**src/ar_defines.svh**
```systemverilog
`ifndef AR_DEFINES_SVH
`define AR_DEFINES_SVH

// ************************************************************
// resolver geometry
// ************************************************************
`define AR_ADDR_BYTES    6
`define AR_ADDR_LAST_W   2'd2
`define AR_KEY_LAST_W    2'd3
`define AR_KEY_SHIFT     4
`define AR_MAX_KEYS      5'd16
`define AR_HASH_W        24
`define AR_WORD_STEP     32'h4
`define AR_PAD_ZEROS     104'h0

`endif

```
**src/ar_pkg.sv**
```systemverilog
package ar_pkg;

	typedef logic [127:0] ar_block_t;

	typedef enum logic [2:0] {
		AR_ST_IDLE,
		AR_ST_ADDR,
		AR_ST_KEY,
		AR_ST_AES,
		AR_ST_SCR,
		AR_ST_DONE
	} ar_state_t;

	typedef enum logic [1:0] {
		AR_OWN_NONE,
		AR_OWN_CCM,
		AR_OWN_RES,
		AR_OWN_ECB
	} ar_owner_t;

endpackage : ar_pkg

```
**src/ar_address_resolver.sv**
```systemverilog
`timescale 1ns/1ps
`include "ar_defines.svh"

// Notes on behaviour
// RULE_01 - the address is six bytes: three hash bytes then three random bytes
// RULE_02 - software loads the address pointer with the packet start before starting
// RULE_03 - a start task begins one resolution procedure
// RULE_04 - a match event is raised when a key resolves the address
// RULE_05 - keys are tried in ascending order from key zero, sixteen at most
// RULE_06 - key count sets how many keys from the table start are used
// RULE_07 - a no-match event is raised when no key resolves the address
// RULE_08 - each key hashes the random part and compares with the hash part
// RULE_09 - the address type bits are never examined
// RULE_10 - stop on first match or after the counted keys are exhausted
// RULE_11 - a completion event follows every finished procedure, matched or not
// RULE_12 - all memory accesses are over before any event is raised
// RULE_13 - software keeps all three pointers inside data memory
// RULE_14 - one cipher core is shared with the ccm and block-cipher engines
// RULE_15 - the block-cipher engine always has the lowest core priority
// RULE_16 - a core conflict aborts the block cipher and raises its abort event
// RULE_17 - latency grows with key position and with memory contention
// RULE_18 - key n is sixteen bytes at the key table pointer plus sixteen times n
// RULE_19 - with the radio, start once the six address bytes are in memory
// RULE_20 - a stop task aborts the procedure and leaves the block idle
module ar_address_resolver (
	// clock and reset
	input  wire logic              clk_sys_i,
	input  wire logic              reset_n_i,
	// tasks and configuration
	input  wire logic              start_task_i,
	input  wire logic              stop_task_i,
	input  wire logic [4:0]        key_count_i,
	input  wire logic [31:0]       key_table_pointer_i,
	input  wire logic [31:0]       address_pointer_i,
	input  wire logic [31:0]       scratch_pointer_i,
	// events and status
	output logic                   end_event_o,
	output logic                   match_event_o,
	output logic                   no_match_event_o,
	output logic                   busy_o,
	output logic [3:0]             match_index_o,
	// memory master
	output logic                   dma_req_o,
	output logic                   dma_we_o,
	output logic [31:0]            dma_addr_o,
	output logic [31:0]            dma_wdata_o,
	input  wire logic              dma_ack_i,
	input  wire logic [31:0]       dma_rdata_i,
	// other cipher users
	input  wire logic              ccm_req_i,
	input  wire ar_pkg::ar_block_t ccm_key_i,
	input  wire ar_pkg::ar_block_t ccm_data_i,
	output logic                   ccm_done_o,
	input  wire logic              ecb_req_i,
	input  wire ar_pkg::ar_block_t ecb_key_i,
	input  wire ar_pkg::ar_block_t ecb_data_i,
	output logic                   ecb_done_o,
	output logic                   block_cipher_abort_event_o,
	output ar_pkg::ar_block_t      user_result_o,
	// shared cipher core
	output logic                   aes_start_o,
	output logic                   aes_abort_o,
	output ar_pkg::ar_block_t      aes_key_o,
	output ar_pkg::ar_block_t      aes_data_o,
	input  wire logic              aes_done_i,
	input  wire ar_pkg::ar_block_t aes_result_i
);
	import ar_pkg::*;

	ar_state_t             state_r;
	logic      [1:0]       word_r;
	logic      [4:0]       key_idx_r;
	logic      [4:0]       count_r;
	logic      [31:0]      kptr_r;
	logic      [31:0]      sptr_r;
	logic      [1:0]       aoff_r;
	logic      [95:0]      abuf_r;
	ar_block_t             key_r;
	logic                  hit_r;
	logic                  res_req_r;
	logic                  stop_pend_r;
	logic                  res_done;
	logic [`AR_HASH_W-1:0] hash_part;
	logic [`AR_HASH_W-1:0] prand;
	ar_block_t             res_data;
	logic                  key_last;
	logic                  stopping;

	function automatic logic [7:0] ar_byte(input logic [95:0] b, input logic [1:0] off,
		input logic [2:0] i);
		logic [95:0] t;
		t       = b >> ({2'b0, off, 3'b0} + {1'b0, i, 3'b0});
		ar_byte = t[7:0];
	endfunction : ar_byte

	function automatic logic [31:0] ar_bswap(input logic [31:0] w);
		ar_bswap = {w[7:0], w[15:8], w[23:16], w[31:24]};
	endfunction : ar_bswap

	function automatic logic [31:0] ar_key_addr(input logic [31:0] base, input logic [4:0] idx);
		ar_key_addr = base + {23'h0, idx, 4'h0};
	endfunction : ar_key_addr

	// ************************************************************
	// address split and hash input
	// ************************************************************
	always_comb begin
		// byte 0 is the least significant hash byte; type bits are not checked
		hash_part = {ar_byte(abuf_r, aoff_r, 3'd2), ar_byte(abuf_r, aoff_r, 3'd1),
			ar_byte(abuf_r, aoff_r, 3'd0)}; // see RULE_01 see RULE_09
		prand     = {ar_byte(abuf_r, aoff_r, 3'd5), ar_byte(abuf_r, aoff_r, 3'd4),
			ar_byte(abuf_r, aoff_r, 3'd3)};
		res_data  = {`AR_PAD_ZEROS, prand}; // see RULE_08
		key_last  = (key_idx_r + 5'd1) == count_r;
		stopping  = (stop_task_i || stop_pend_r) && (state_r != AR_ST_IDLE);
	end

	// ************************************************************
	// configuration captured at start
	// ************************************************************
	always_ff @(posedge clk_sys_i or negedge reset_n_i) begin
		if (!reset_n_i) begin
			count_r <= '0;
			kptr_r  <= '0;
			sptr_r  <= '0;
			aoff_r  <= '0;
		end else if ((state_r == AR_ST_IDLE) && start_task_i && !stop_task_i) begin
			count_r <= (key_count_i > `AR_MAX_KEYS) ? `AR_MAX_KEYS : key_count_i; // see RULE_06
			kptr_r  <= key_table_pointer_i;
			sptr_r  <= scratch_pointer_i;
			aoff_r  <= address_pointer_i[1:0]; // see RULE_02
		end
	end

	// ************************************************************
	// procedure sequencer and memory master
	// ************************************************************
	always_ff @(posedge clk_sys_i or negedge reset_n_i) begin
		if (!reset_n_i) begin
			state_r     <= AR_ST_IDLE;
			word_r      <= '0;
			key_idx_r   <= '0;
			res_req_r   <= 1'b0;
			stop_pend_r <= 1'b0;
			dma_req_o   <= 1'b0;
			dma_we_o    <= 1'b0;
			dma_addr_o  <= '0;
			dma_wdata_o <= '0;
		end else if (stopping) begin
			// a bus access in flight must end before the block goes idle
			res_req_r <= 1'b0; // see RULE_20
			if (dma_req_o && !dma_ack_i) begin
				stop_pend_r <= 1'b1;
			end else begin
				state_r     <= AR_ST_IDLE;
				dma_req_o   <= 1'b0;
				dma_we_o    <= 1'b0;
				stop_pend_r <= 1'b0;
			end
		end else begin
			case (state_r)
				AR_ST_IDLE: begin
					if (start_task_i && !stop_task_i) begin
						state_r    <= AR_ST_ADDR; // see RULE_03
						word_r     <= '0;
						key_idx_r  <= '0;
						dma_req_o  <= 1'b1;
						dma_we_o   <= 1'b0;
						dma_addr_o <= {address_pointer_i[31:2], 2'b00};
					end
				end
				AR_ST_ADDR: begin
					if (dma_ack_i) begin // see RULE_17
						if (word_r == `AR_ADDR_LAST_W) begin
							word_r <= '0;
							if (count_r == 5'd0) begin
								dma_req_o <= 1'b0;
								state_r   <= AR_ST_DONE;
							end else begin
								state_r    <= AR_ST_KEY;
								dma_addr_o <= ar_key_addr(kptr_r, 5'd0); // see RULE_05
							end
						end else begin
							word_r     <= word_r + 2'd1;
							dma_addr_o <= dma_addr_o + `AR_WORD_STEP;
						end
					end
				end
				AR_ST_KEY: begin
					if (dma_ack_i) begin
						if (word_r == `AR_KEY_LAST_W) begin
							word_r    <= '0;
							dma_req_o <= 1'b0;
							res_req_r <= 1'b1;
							state_r   <= AR_ST_AES;
						end else begin
							word_r     <= word_r + 2'd1;
							dma_addr_o <= dma_addr_o + `AR_WORD_STEP; // see RULE_18
						end
					end
				end
				AR_ST_AES: begin
					if (res_done) begin
						res_req_r   <= 1'b0;
						state_r     <= AR_ST_SCR;
						dma_req_o   <= 1'b1;
						dma_we_o    <= 1'b1;
						dma_addr_o  <= sptr_r;
						dma_wdata_o <= {8'h0, user_result_o[`AR_HASH_W-1:0]};
					end
				end
				AR_ST_SCR: begin
					if (dma_ack_i) begin
						dma_we_o <= 1'b0;
						if (hit_r || key_last) begin
							dma_req_o <= 1'b0; // see RULE_10 see RULE_12
							state_r   <= AR_ST_DONE;
						end else begin
							key_idx_r  <= key_idx_r + 5'd1; // see RULE_05
							state_r    <= AR_ST_KEY;
							dma_addr_o <= ar_key_addr(kptr_r, key_idx_r + 5'd1);
						end
					end
				end
				AR_ST_DONE: begin
					state_r <= AR_ST_IDLE;
				end
				default: begin
					state_r <= AR_ST_IDLE;
				end
			endcase
		end
	end

	// ************************************************************
	// captured address, key and verdict
	// ************************************************************
	always_ff @(posedge clk_sys_i or negedge reset_n_i) begin
		if (!reset_n_i) begin
			abuf_r <= '0;
			key_r  <= '0;
			hit_r  <= 1'b0;
		end else begin
			if ((state_r == AR_ST_IDLE) && start_task_i) begin
				hit_r <= 1'b0;
			end
			if ((state_r == AR_ST_ADDR) && dma_ack_i) begin
				abuf_r[{word_r, 5'b0} +: 32] <= dma_rdata_i;
			end
			if ((state_r == AR_ST_KEY) && dma_ack_i) begin
				// first key byte in memory is the most significant
				key_r[{~word_r, 5'b0} +: 32] <= ar_bswap(dma_rdata_i);
			end
			if ((state_r == AR_ST_AES) && res_done) begin
				hit_r <= (user_result_o[`AR_HASH_W-1:0] == hash_part); // see RULE_08
			end
		end
	end

	// ************************************************************
	// events and status
	// ************************************************************
	always_ff @(posedge clk_sys_i or negedge reset_n_i) begin
		if (!reset_n_i) begin
			end_event_o      <= 1'b0;
			match_event_o    <= 1'b0;
			no_match_event_o <= 1'b0;
			busy_o           <= 1'b0;
			match_index_o    <= '0;
		end else begin
			end_event_o      <= (state_r == AR_ST_DONE) && !stopping; // see RULE_11
			match_event_o    <= (state_r == AR_ST_DONE) && !stopping && hit_r; // see RULE_04
			no_match_event_o <= (state_r == AR_ST_DONE) && !stopping && !hit_r; // see RULE_07
			busy_o           <= (state_r != AR_ST_IDLE) && !(stopping && !dma_req_o);
			if ((state_r == AR_ST_DONE) && hit_r) begin
				match_index_o <= key_idx_r[3:0];
			end
		end
	end

	ar_aes_arbiter u_arbiter ( // see RULE_14
		.clk_sys_i    (clk_sys_i),
		.reset_n_i    (reset_n_i),
		.ccm_req_i    (ccm_req_i),
		.ccm_key_i    (ccm_key_i),
		.ccm_data_i   (ccm_data_i),
		.ccm_done_o   (ccm_done_o),
		.res_req_i    (res_req_r),
		.res_key_i    (key_r),
		.res_data_i   (res_data),
		.res_done_o   (res_done),
		.ecb_req_i    (ecb_req_i),
		.ecb_key_i    (ecb_key_i),
		.ecb_data_i   (ecb_data_i),
		.ecb_done_o   (ecb_done_o),
		.ecb_abort_o  (block_cipher_abort_event_o),
		.aes_start_o  (aes_start_o),
		.aes_abort_o  (aes_abort_o),
		.aes_key_o    (aes_key_o),
		.aes_data_o   (aes_data_o),
		.aes_done_i   (aes_done_i),
		.aes_result_i (aes_result_i),
		.result_o     (user_result_o)
	);

	// ************************************************************
	// checks
	// ************************************************************
	end_pairs_a: assert property (@(posedge clk_sys_i) disable iff (!reset_n_i)
		end_event_o |-> (match_event_o ^ no_match_event_o)) // see RULE_11
		else $error("end without exactly one verdict");
	verdict_end_a: assert property (@(posedge clk_sys_i) disable iff (!reset_n_i)
		(match_event_o || no_match_event_o) |-> end_event_o) // see RULE_04
		else $error("verdict without end");
	bus_quiet_a: assert property (@(posedge clk_sys_i) disable iff (!reset_n_i)
		end_event_o |-> !dma_req_o && !$past(dma_req_o)) // see RULE_12
		else $error("memory access open at event");
	start_read_a: assert property (@(posedge clk_sys_i) disable iff (!reset_n_i)
		(state_r == AR_ST_IDLE) && start_task_i && !stop_task_i |=> dma_req_o && !dma_we_o
		&& (dma_addr_o == {$past(address_pointer_i[31:2]), 2'b00})) // see RULE_03
		else $error("start did not read the address");
	key_addr_a: assert property (@(posedge clk_sys_i) disable iff (!reset_n_i)
		(state_r == AR_ST_KEY) && dma_req_o |-> dma_addr_o == ar_key_addr(kptr_r, key_idx_r)
		+ {28'h0, word_r, 2'b00}) // see RULE_18
		else $error("key word address wrong");
	key_step_a: assert property (@(posedge clk_sys_i) disable iff (!reset_n_i)
		(state_r == AR_ST_SCR) && dma_ack_i && !hit_r && !key_last && !stopping
		|=> (key_idx_r == $past(key_idx_r) + 5'd1) && (state_r == AR_ST_KEY)) // see RULE_05
		else $error("keys not tried in order");
	hit_stops_a: assert property (@(posedge clk_sys_i) disable iff (!reset_n_i)
		(state_r == AR_ST_SCR) && dma_ack_i && hit_r && !stopping
		|=> (state_r == AR_ST_DONE) ##1 match_event_o) // see RULE_10
		else $error("match did not stop the search");
	stop_idle_a: assert property (@(posedge clk_sys_i) disable iff (!reset_n_i)
		stop_task_i && !dma_req_o |=> (state_r == AR_ST_IDLE) && !end_event_o
		&& !res_req_r) // see RULE_20
		else $error("stop did not idle the block");
endmodule : ar_address_resolver

```
**src/ar_aes_arbiter.sv**
```systemverilog
`timescale 1ns/1ps
`include "ar_defines.svh"

module ar_aes_arbiter (
	// clock and reset
	input  wire logic              clk_sys_i,
	input  wire logic              reset_n_i,
	// users, highest priority first
	input  wire logic              ccm_req_i,
	input  wire ar_pkg::ar_block_t ccm_key_i,
	input  wire ar_pkg::ar_block_t ccm_data_i,
	output logic                   ccm_done_o,
	input  wire logic              res_req_i,
	input  wire ar_pkg::ar_block_t res_key_i,
	input  wire ar_pkg::ar_block_t res_data_i,
	output logic                   res_done_o,
	input  wire logic              ecb_req_i,
	input  wire ar_pkg::ar_block_t ecb_key_i,
	input  wire ar_pkg::ar_block_t ecb_data_i,
	output logic                   ecb_done_o,
	output logic                   ecb_abort_o,
	// shared core
	output logic                   aes_start_o,
	output logic                   aes_abort_o,
	output ar_pkg::ar_block_t      aes_key_o,
	output ar_pkg::ar_block_t      aes_data_o,
	input  wire logic              aes_done_i,
	input  wire ar_pkg::ar_block_t aes_result_i,
	output ar_pkg::ar_block_t      result_o
);
	import ar_pkg::*;

	ar_owner_t owner_r;
	logic      run_r;
	logic      owner_req;
	logic      preempt;
	logic      grant;
	logic      done_ok;

	function automatic logic ar_req_of(input ar_owner_t o, input logic c, input logic r,
		input logic e);
		case (o)
			AR_OWN_CCM: ar_req_of = c;
			AR_OWN_RES: ar_req_of = r;
			AR_OWN_ECB: ar_req_of = e;
			default:    ar_req_of = 1'b0;
		endcase
	endfunction : ar_req_of

	always_comb begin
		owner_req = ar_req_of(owner_r, ccm_req_i, res_req_i, ecb_req_i);
		grant     = (owner_r == AR_OWN_NONE) && (ccm_req_i || res_req_i || ecb_req_i);
		preempt   = (owner_r == AR_OWN_ECB) && run_r && (ccm_req_i || res_req_i); // see RULE_16
		done_ok   = aes_done_i && run_r && owner_req && !preempt;
	end

	// ************************************************************
	// ownership of the core
	// ************************************************************
	always_ff @(posedge clk_sys_i or negedge reset_n_i) begin
		if (!reset_n_i) begin
			owner_r     <= AR_OWN_NONE;
			run_r       <= 1'b0;
			aes_start_o <= 1'b0;
			aes_abort_o <= 1'b0;
			ecb_abort_o <= 1'b0;
		end else begin
			aes_start_o <= 1'b0;
			aes_abort_o <= 1'b0;
			ecb_abort_o <= 1'b0;
			if (grant) begin
				// fixed priority, block cipher last
				owner_r     <= ccm_req_i ? AR_OWN_CCM : (res_req_i ? AR_OWN_RES : AR_OWN_ECB); // see RULE_15
				run_r       <= 1'b1;
				aes_start_o <= 1'b1;
			end else if (preempt) begin
				owner_r     <= AR_OWN_NONE; // see RULE_16
				run_r       <= 1'b0;
				aes_abort_o <= 1'b1;
				ecb_abort_o <= 1'b1;
			end else if ((owner_r != AR_OWN_NONE) && !owner_req) begin
				owner_r     <= AR_OWN_NONE;
				run_r       <= 1'b0;
				aes_abort_o <= run_r;
			end else if (done_ok) begin
				run_r <= 1'b0;
			end
		end
	end

	always_ff @(posedge clk_sys_i or negedge reset_n_i) begin
		if (!reset_n_i) begin
			aes_key_o  <= '0;
			aes_data_o <= '0;
		end else if (grant) begin
			aes_key_o  <= ccm_req_i ? ccm_key_i : (res_req_i ? res_key_i : ecb_key_i);
			aes_data_o <= ccm_req_i ? ccm_data_i : (res_req_i ? res_data_i : ecb_data_i);
		end
	end

	always_ff @(posedge clk_sys_i or negedge reset_n_i) begin
		if (!reset_n_i) begin
			ccm_done_o <= 1'b0;
			res_done_o <= 1'b0;
			ecb_done_o <= 1'b0;
			result_o   <= '0;
		end else begin
			ccm_done_o <= done_ok && (owner_r == AR_OWN_CCM);
			res_done_o <= done_ok && (owner_r == AR_OWN_RES);
			ecb_done_o <= done_ok && (owner_r == AR_OWN_ECB);
			if (done_ok) begin
				result_o <= aes_result_i;
			end
		end
	end

	ccm_first_a: assert property (@(posedge clk_sys_i) disable iff (!reset_n_i)
		(owner_r == AR_OWN_NONE) && ccm_req_i |=> (owner_r == AR_OWN_CCM) && aes_start_o) // see RULE_15
		else $error("ccm request not granted first");
	ecb_yield_a: assert property (@(posedge clk_sys_i) disable iff (!reset_n_i)
		preempt |=> ecb_abort_o && aes_abort_o && (owner_r == AR_OWN_NONE)) // see RULE_16
		else $error("block cipher not aborted on conflict");

endmodule : ar_aes_arbiter

```
**config.mk**
```make
export PLATFORM = sky130hd
export DESIGN_NAME = ar_address_resolver
export DESIGN_NICKNAME = d
export VERILOG_FILES = /design/src/ar_pkg.sv /design/src/ar_address_resolver.sv /design/src/ar_aes_arbiter.sv
export VERILOG_INCLUDE_DIRS = /design/src
export SDC_FILE = /design/constraint.sdc
export NUM_CORES = 1
export LEC_CHECK = 0
export ABC_AREA = 1
export ABC_CLOCK_PERIOD_IN_PS = 3000
export BUFFER_PORTS_ARGS = -buffer_cell sky130_fd_sc_hd__buf_2
export CORE_AREA = 2 2 485 487
export CTS_BUF_LIST = sky130_fd_sc_hd__clkbuf_16
export CTS_CLUSTER_SIZE = 16
export DETAILED_ROUTE_END_ITERATION = 16
export DIE_AREA = 0 0 487 489
export PLACE_DENSITY = 0.43
export RECOVER_POWER = 50
export SETUP_SLACK_MARGIN = 0.3
export SLEW_MARGIN = 5
export SYNTH_ARGS = -nofsm -noshare
export SYNTH_HDL_FRONTEND = slang
export SYNTH_SLANG_ARGS = --single-unit
export TNS_END_PERCENT = 5
```
**constraint.sdc**
```tcl
create_clock -name clk_sys_i -period 3 [get_ports clk_sys_i]
set_clock_uncertainty 0.1 [all_clocks]
set_input_delay 0 -clock clk_sys_i [delete_from_list [all_inputs] [get_ports clk_sys_i]]
set_output_delay 0 -clock clk_sys_i [all_outputs]
set_load 0.02 [all_outputs]
```
==> results of run 1 <==
per-layer routing:
layer / GRT usage [%] / wire length (microns) / vias to the layer above
li1: - / - / 20400
met1: 22.8 / 95700 / 21500
met2: 33.1 / 116000 / 1854
met3: 4.13 / 16200 / 433
met4: 9.87 / 12400 / 22
met5: 0 / 150 / -
how the worst max path moves through the flow:
stage / end / slack, ps / depth (start not counted)
2_1_floorplan: key_r[41] / 370 / 10
3_3_place_gp: dma_addr_o[29] / 20 / 17
3_5_place_dp: dma_addr_o[19] / 90 / 17
4_1_cts: dma_addr_o[19] / 230 / 16
5_1_grt: u_arbiter.aes_data_o[9] / 130 / 4
6_report: kptr_r[22] / 280 / 10
flip-flops by register name (all words and copies together), names as in the netlist, 2 cells and up:
signal                count
key_r                   128
u_arbiter.aes_data_o    128
u_arbiter.aes_key_o     128
u_arbiter.result_o      128
abuf_r                   72
dma_addr_o               32
kptr_r                   32
sptr_r                   32
dma_wdata_o              24
count_r                   5
key_idx_r                 5
match_index_o             4
state_r                   3
aoff_r                    2
u_arbiter.owner_r         2
word_r                    2
cell usage in the layout (no fill, tap or decap), types with 4 or more instances in the layout:
| master | Yosys | layout |
|---|---|---|
| dlygate4sd3_1 | 0 | 1475 |
| nand2_1 | 1416 | 1413 |
| buf_2 | 87 | 1010 |
| dfrtp_1 | 743 | 740 |
| o21ai_0 | 579 | 578 |
| inv_1 | 314 | 339 |
| nand3_1 | 321 | 320 |
| nor2_1 | 309 | 303 |
| clkbuf_1 | 188 | 238 |
| a22oi_1 | 104 | 104 |
| clkbuf_16 | 0 | 101 |
| a221oi_1 | 77 | 77 |
| a41oi_1 | 75 | 75 |
| buf_4 | 13 | 74 |
| a21oi_1 | 74 | 73 |
| diode_2 | 0 | 55 |
| nand4_1 | 35 | 35 |
| o21ai_1 | 28 | 29 |
| buf_12 | 0 | 29 |
| clkinv_1 | 0 | 23 |
| o211ai_1 | 20 | 20 |
| nor3_1 | 16 | 16 |
| inv_2 | 17 | 13 |
| nor2_4 | 7 | 11 |
| o22ai_1 | 11 | 11 |
| ha_1 | 14 | 11 |
| bufinv_16 | 0 | 11 |
| xor2_1 | 10 | 10 |
| clkinv_2 | 0 | 10 |
| nor2_2 | 6 | 8 |
| conb_1 | 1 | 8 |
| clkbuf_2 | 0 | 8 |
| nand2_4 | 3 | 7 |
| or2_2 | 7 | 7 |
| nand2_2 | 8 | 7 |
| inv_6 | 0 | 6 |
| nand3b_1 | 4 | 4 |
| a31oi_1 | 4 | 4 |
| clkinvlp_4 | 0 | 4 |
power groups by stage:
stage	Sequential (uW)	Clock [uW]	Combinational, uW
2_1_floorplan	19900	0	11000
3_3_place_gp	17900	0	24600
3_5_place_dp	18000	0	24800
4_1_cts	17900	12700	26800
5_1_grt	18400	13100	28800
6_report	17900	12300	26400
metrics by stage:
stage               hold slack (ps)  cells  setup slack, ps
finish                         52.3  10400              275
global route                   41.4  10400              126
CTS                          0.0820  10300              228
detailed placement            -12.6   8653             88.4
global placement              -15.1   8653             20.0
floorplan                      -396   4531              370
worst max-delay path: cells and delay by family, from the launching register on:
family	cells	cell delay, ps
AOI/OAI and AO/OA	1	100
DFF	1	420
buffers and inverters	4	1150
and+or+nand+nor	5	790
Yosys cell counts, types with 4 or more instances:
master    count
nand2_1    1416
dfrtp_1     743
o21ai_0     579
nand3_1     321
inv_1       314
nor2_1      309
clkbuf_1    188
a22oi_1     104
buf_2        87
a221oi_1     77
a41oi_1      75
a21oi_1      74
nand4_1      35
o21ai_1      28
o211ai_1     20
inv_2        17
nor3_1       16
ha_1         14
buf_4        13
o22ai_1      11
xor2_1       10
nand2_2       8
nor2_4        7
or2_2         7
buf_1         6
nor2_2        6
a31oi_1       4
nand3b_1      4
nor3b_1       4
area by class of cell:
| class | count | area (sq um) | share of cell area, % |
|---|---|---|---|
| repair buffers | 2839 | 21900 | 34.2 |
| flip-flops and latches | 743 | 18600 | 29.0 |
| clock buffers | 101 | 2530 | 3.94 |
| well taps | 3060 | 3830 | 5.97 |
| diodes | 55 | 138 | 0.215 |
| inverters | 331 | 1250 | 1.96 |
| clock inverters | 81 | 731 | 1.14 |
| multi-input cells | 3161 | 15100 | 23.5 |
logic make-up (layout without fill, tap and decap cells):
| kind of cell | after synthesis | after routing | synth area share, % |
|---|---|---|---|
| multiplexers | 1 | 1 | 0.0312 |
| AO/OA/AOI/OAI | 982 | 982 | 16.2 |
| flip-flops | 743 | 743 | 51.6 |
| adder cells (fa/ha/maj) | 15 | 15 | 0.541 |
| XOR/XNOR | 11 | 11 | 0.267 |
| other | 1 | 63 | 0.0104 |
| AND/OR/NAND/NOR | 2144 | 2144 | 24.3 |
| buffers and inverters | 627 | 3352 | 7.01 |
timing repair:
action                                   CTS  global route
hold buffers                            1476             0
hold endpoints to repair                1453             0
gates resized for setup                    2            18
pin swaps                                  0             3
endpoints found under the setup margin     8            94
setup buffers                              0             5
==> impl_metrics.env, run 1 <==
export IMPL_first_pass_iters=7
export IMPL_ys_ff_latch=743
export IMPL_htreeDepth=3
export IMPL_outcome="completed"
export IMPL_synth_area_leaders="dfrtp_1, nand2_1, o21ai_0"
export IMPL_viasPerCell=4.27
export IMPL_nets=7971
export IMPL_synth_top_cell_by_area="dfrtp_1"
export IMPL_groute_usage_overall_pct=19.4
export IMPL_numCtsBuffers=99
export IMPL_startpoint="state_r[1]"
export IMPL_die_h_microns=489
export IMPL_clock_latency_ps=740
export IMPL_critPathArrivalTime_ps=3260
export IMPL_fin_crit_sh_pct=90.8
export IMPL_vias=44300
export IMPL_hold_path_class="primary input to flip-flop"
export IMPL_synth_edff_count=0
export IMPL_n_fill_cell=25200
export IMPL_switching_share_pct=47.4
export IMPL_r2r_start="state_r[1]"
export IMPL_grt_pass1_vias=45400
export IMPL_clock_sinks=743
export IMPL_irDropWorstVdd_v=0.000539
export IMPL_final_core_util_pct=27.4
export IMPL_dieArea_sq_um=238000
export IMPL_grt_overflow_total=0
export IMPL_ys_seq_area_share_pct=51.6
export IMPL_dp_hpwl_mm=180
export IMPL_io_buffers=1235
export IMPL_syn_inst=4524
export IMPL_clock_path_buffers=3
export IMPL_p_switching_uw=26800
export IMPL_ios=1244
export IMPL_setup_viol=0
export IMPL_fmax_mhz=367
export IMPL_tns_ps=0
export IMPL_reg2reg_depth=10
export IMPL_worst_pin_slew_ps=1430
export IMPL_final_layout_size_suffix_gt1_share_pct=18.4
export IMPL_drc_errors=0
export IMPL_finalHoldViolCount=0
export IMPL_start_util_pct=15.4
export IMPL_grt_pass1_wl_mm=333
export IMPL_fin_crit_ps=2720
export IMPL_intPower_uw=29800
export IMPL_synth_ff_type="dfrtp_1"
export IMPL_crit_top_cell="nand2_1"
export IMPL_wl_per_cell_microns=23.2
export IMPL_end_kind="flip-flop"
export IMPL_power_density_nw_per_um2=883
export IMPL_tritoncts="built"
export IMPL_final_area_sq_um=64100
export IMPL_crit_path_max_fanout=32
export IMPL_synth_area_sq_um=36000
export IMPL_avgSynthCellArea_sq_um=7.97
export IMPL_min_path_cells=4
export IMPL_async_reset_ff_share_pct=100
export IMPL_worstSetupPathType="flip-flop to flip-flop"
export IMPL_grt_max_degree=159
export IMPL_antenna_found_initial=86
export IMPL_required_ps=3530
export IMPL_drv_cap=0
export IMPL_p_leak_uw=0.0293
export IMPL_reg2reg_slack_ps=280
export IMPL_path_cells="nor2_2 > nand2_1 > inv_1 > nand2_1 > nor2_4 > buf_12 > nand2_1 > buf_4 > dlygate4sd3_1 > o21ai_0"
export IMPL_hold_path_end="u_arbiter.result_o[78]"
export IMPL_slew_headroom_pct=4.52
export IMPL_syn2layout_area_growth_pct=77.8
export IMPL_finalPower_uw=56600
export IMPL_hold_start="aes_result_i[78]"
export IMPL_timing_rr_end="kptr_r[22]"
export IMPL_path_clk_slew_ps=60
export IMPL_crit_path_max_incr_delay_ps=610
export IMPL_root_buffer="clkbuf_16"
export IMPL_startpoint_type="flip-flop"
export IMPL_coreArea_sq_um=234000
export IMPL_p_clk_share_pct=21.7
export IMPL_antenna_left=0
export IMPL_gp_congestion=0.925
export IMPL_ys_types=47
export IMPL_drv_slew=0
export IMPL_dpl_instance_area_sq_um=46200
export IMPL_sequentialPowerShare_pct=31.6
export IMPL_p_comb_share_pct=46.7
export IMPL_synth_top_area_share_pct=51.6
export IMPL_crit_path_top_delay_cell="dlygate4sd3_1"
export IMPL_yosys_warnings=0
export IMPL_die_w_microns=487
export IMPL_rows=178
export IMPL_first_iter_violations=3060
export IMPL_rsz0062_at_grt="yes"
export IMPL_routed_wl_mm=241
Power figures use the tool's default switching activity.
==> run 2, diff against run 1 <==
--- a/config.mk
+++ b/config.mk
@@ -15,7 +15,7 @@
 export DETAILED_ROUTE_END_ITERATION = 16
 export DIE_AREA = 0 0 487 489
 export PLACE_DENSITY = 0.43
-export RECOVER_POWER = 50
+export RECOVER_POWER = 25
 export SETUP_SLACK_MARGIN = 0.3
 export SLEW_MARGIN = 5
 export SYNTH_ARGS = -nofsm -noshare
==> run 2 against run 1 <==
Global-route usage did not move. Worst hold slack got worse by 3.4 ps. Routed wire length barely moved. Final area rose by 0.46%. Register-to-register slack improved by 20 ps. Highest routed layer unchanged. Non-clock buffer count did not move. Setup slack improved by 24 ps. First-iteration DRC count fell by 1.0%. Count of clock-buffer cells in the layout did not move. Largest power group unchanged. Critical endpoint is now u_arbiter.aes_data_o[86].
==> impl_metrics.env, run 2 (same netlist as run 1, synthesis figures left out) <==
export IMPL_outcome="completed"
export IMPL_start_util_pct=15.4
export IMPL_met3_usage_pct=4.13
export IMPL_intPower_uw=30200
export IMPL_r2r_start="res_req_r"
export IMPL_path_buf_inv=3
export IMPL_die_w_microns=487
export IMPL_vias=44200
export IMPL_numCtsBuffers=99
export IMPL_hold_path_class="primary input to flip-flop"
export IMPL_grt_pass1_wl_mm=333
export IMPL_grt_pass1_vias=45400
export IMPL_root_buffer="clkbuf_16"
export IMPL_clock_sinks=743
export IMPL_grt_overflow_total=0
export IMPL_groute_usage_overall_pct=19.4
export IMPL_tns_ps=0
export IMPL_n_fill_cell=25100
export IMPL_p_clk_share_pct=21.6
export IMPL_timing_rr_end="u_arbiter.aes_data_o[86]"
export IMPL_drc_errors=0
export IMPL_p_comb_share_pct=47.1
export IMPL_clock_path_buffers=3
export IMPL_grt_max_degree=159
export IMPL_reg2reg_depth=6
export IMPL_gp_congestion=0.925
export IMPL_endpoint="u_arbiter.aes_data_o[86]"
export IMPL_end_kind="flip-flop"
export IMPL_fmax_mhz=370
export IMPL_startpoint="res_req_r"
export IMPL_first_pass_iters=7
export IMPL_finalHoldViolCount=0
export IMPL_path_clk_slew_ps=60
export IMPL_worst_pin_slew_ps=1440
export IMPL_final_layout_size_suffix_gt1_share_pct=21.5
export IMPL_final_cell_mix="dlygate4sd3_1, nand2_1, buf_2"
export IMPL_path_cells="nor2_4 > buf_12 > buf_6 > a22oi_1 > dlygate4sd3_1 > o21ai_0"
export IMPL_io_buffers=1235
export IMPL_first_iter_violations=3029
export IMPL_dp_hpwl_mm=180
export IMPL_fin_crit_ps=2700
export IMPL_nets=7971
export IMPL_fin_crit_sh_pct=90.0
export IMPL_crit_path_max_incr_delay_ps=600
export IMPL_setup_viol=0
export IMPL_rows=178
export IMPL_worstSetupPathType="flip-flop to flip-flop"
export IMPL_antenna_found_initial=86
export IMPL_antenna_left=0
export IMPL_sequentialPowerShare_pct=31.4
export IMPL_cp_top_family="buffers and inverters"
export IMPL_place_inst=8653
export IMPL_coreArea_sq_um=234000
export IMPL_required_ps=3530
export IMPL_syn2layout_area_growth_pct=78.6
export IMPL_viasPerCell=4.26
export IMPL_fin_cells=10400
export IMPL_drv_slew=0
export IMPL_power_density_nw_per_um2=885
export IMPL_final_common_cell="dlygate4sd3_1"
export IMPL_ios=1244
export IMPL_p_leak_uw=0.0300
export IMPL_p_switching_uw=26800
export IMPL_dieArea_sq_um=238000
export IMPL_tritoncts="built"
export IMPL_drv_cap=0
export IMPL_crit_path_max_fanout=98
export IMPL_startpoint_type="flip-flop"
export IMPL_reg2reg_slack_ps=300
export IMPL_switching_share_pct=47.0
export IMPL_clock_latency_ps=730
export IMPL_worst_path_stages=6
export IMPL_irDropWorstVdd_v=0.000535
export IMPL_slew_headroom_pct=3.76
export IMPL_crit_path_top_delay_cell="dlygate4sd3_1"
export IMPL_busiest_layer="met2"
export IMPL_htreeDepth=3
export IMPL_gr_usage_met1_pct=22.8
export IMPL_wl_per_cell_microns=23.2
export IMPL_rsz0062_at_grt="yes"
export IMPL_critPathArrivalTime_ps=3230
export IMPL_met2_usage_pct=33.1
export IMPL_die_h_microns=489
export IMPL_routed_wl_mm=240
==> run 2: changes by cell type in the layout (fill, tap and decap cells not counted), moves of 2 or more <==
| cell | change |
|---|---|
| clkbuf_2 | -2 |
| buf_2 | +223 |
| buf_4 | +3 |
| clkbuf_1 | -223 |
==> run 2: how the worst min path moves through the flow <==
stage | depth (start not counted) | endpoint | from
6_report | 4 | u_arbiter.result_o[78] | aes_result_i[78]
5_1_grt | 4 | u_arbiter.result_o[78] | aes_result_i[78]
4_1_cts | 4 | u_arbiter.aes_data_o[19] | ccm_data_i[19]
3_5_place_dp | 1 | u_arbiter.result_o[126] | reset_n_i
3_3_place_gp | 1 | u_arbiter.result_o[126] | reset_n_i
2_1_floorplan | 0 | abuf_r[0] | reset_n_i
==> run 2: metrics by stage <==
step / power [uW] / util, % / worst slack (ps) / instance area [sq um] / hold WS [ps]
floorplan: 30900 / - / 370 / 36100 / -396
CTS: 57400 / 27.5 / 228 / 64300 / 0.0820
global placement: 42600 / 19.8 / 20.0 / 46200 / -15.1
finish: 57000 / 27.6 / 300 / 64400 / 48.9
global route: 60700 / 27.5 / 193 / 64300 / 41.4
detailed placement: 42800 / 19.8 / 88.4 / 46200 / -12.6
==> run 2: layout make-up <==
class,count,area (sq um),area share (%)
diodes,54,135,0.210
flip-flops and latches,743,18600,28.9
inverters,331,1250,1.95
clock buffers,101,2530,3.93
well taps,3060,3830,5.95
multi-input cells,3161,15100,23.4
repair buffers,2839,22200,34.5
clock inverters,81,731,1.13
==> run 2: power by group through the flow <==
stage / Combinational [uW] / Clock, uW / Sequential (uW)
3_3_place_gp: 24600 / 0 / 17900
5_1_grt: 29200 / 13100 / 18400
3_5_place_dp: 24800 / 0 / 18000
6_report: 26800 / 12300 / 17900
4_1_cts: 26800 / 12700 / 17900
2_1_floorplan: 11000 / 0 / 19900
==> run 2: timing repair <==
item,4_1_cts,5_1_grt
hold buffers,1476,0
endpoints found under the setup margin,8,94
gates resized for setup,2,18
buffers inserted,0,5
pin swaps,0,3
hold endpoints to repair,1453,0
==> run 2: tightest hold or removal path, cell delays in order <==
cell and delay [ps]:
dlygate4sd3_1 520, buf_2 100, nand2_1 130, nand2_1 90
==> run 2: metal layers <==
layer | vias to the layer above | routed length [microns]
met3 | 453 | 15700
met4 | 22 | 12800
met1 | 21500 | 96000
met2 | 1797 | 116000
met5 | - | 150
li1 | 20400 | -
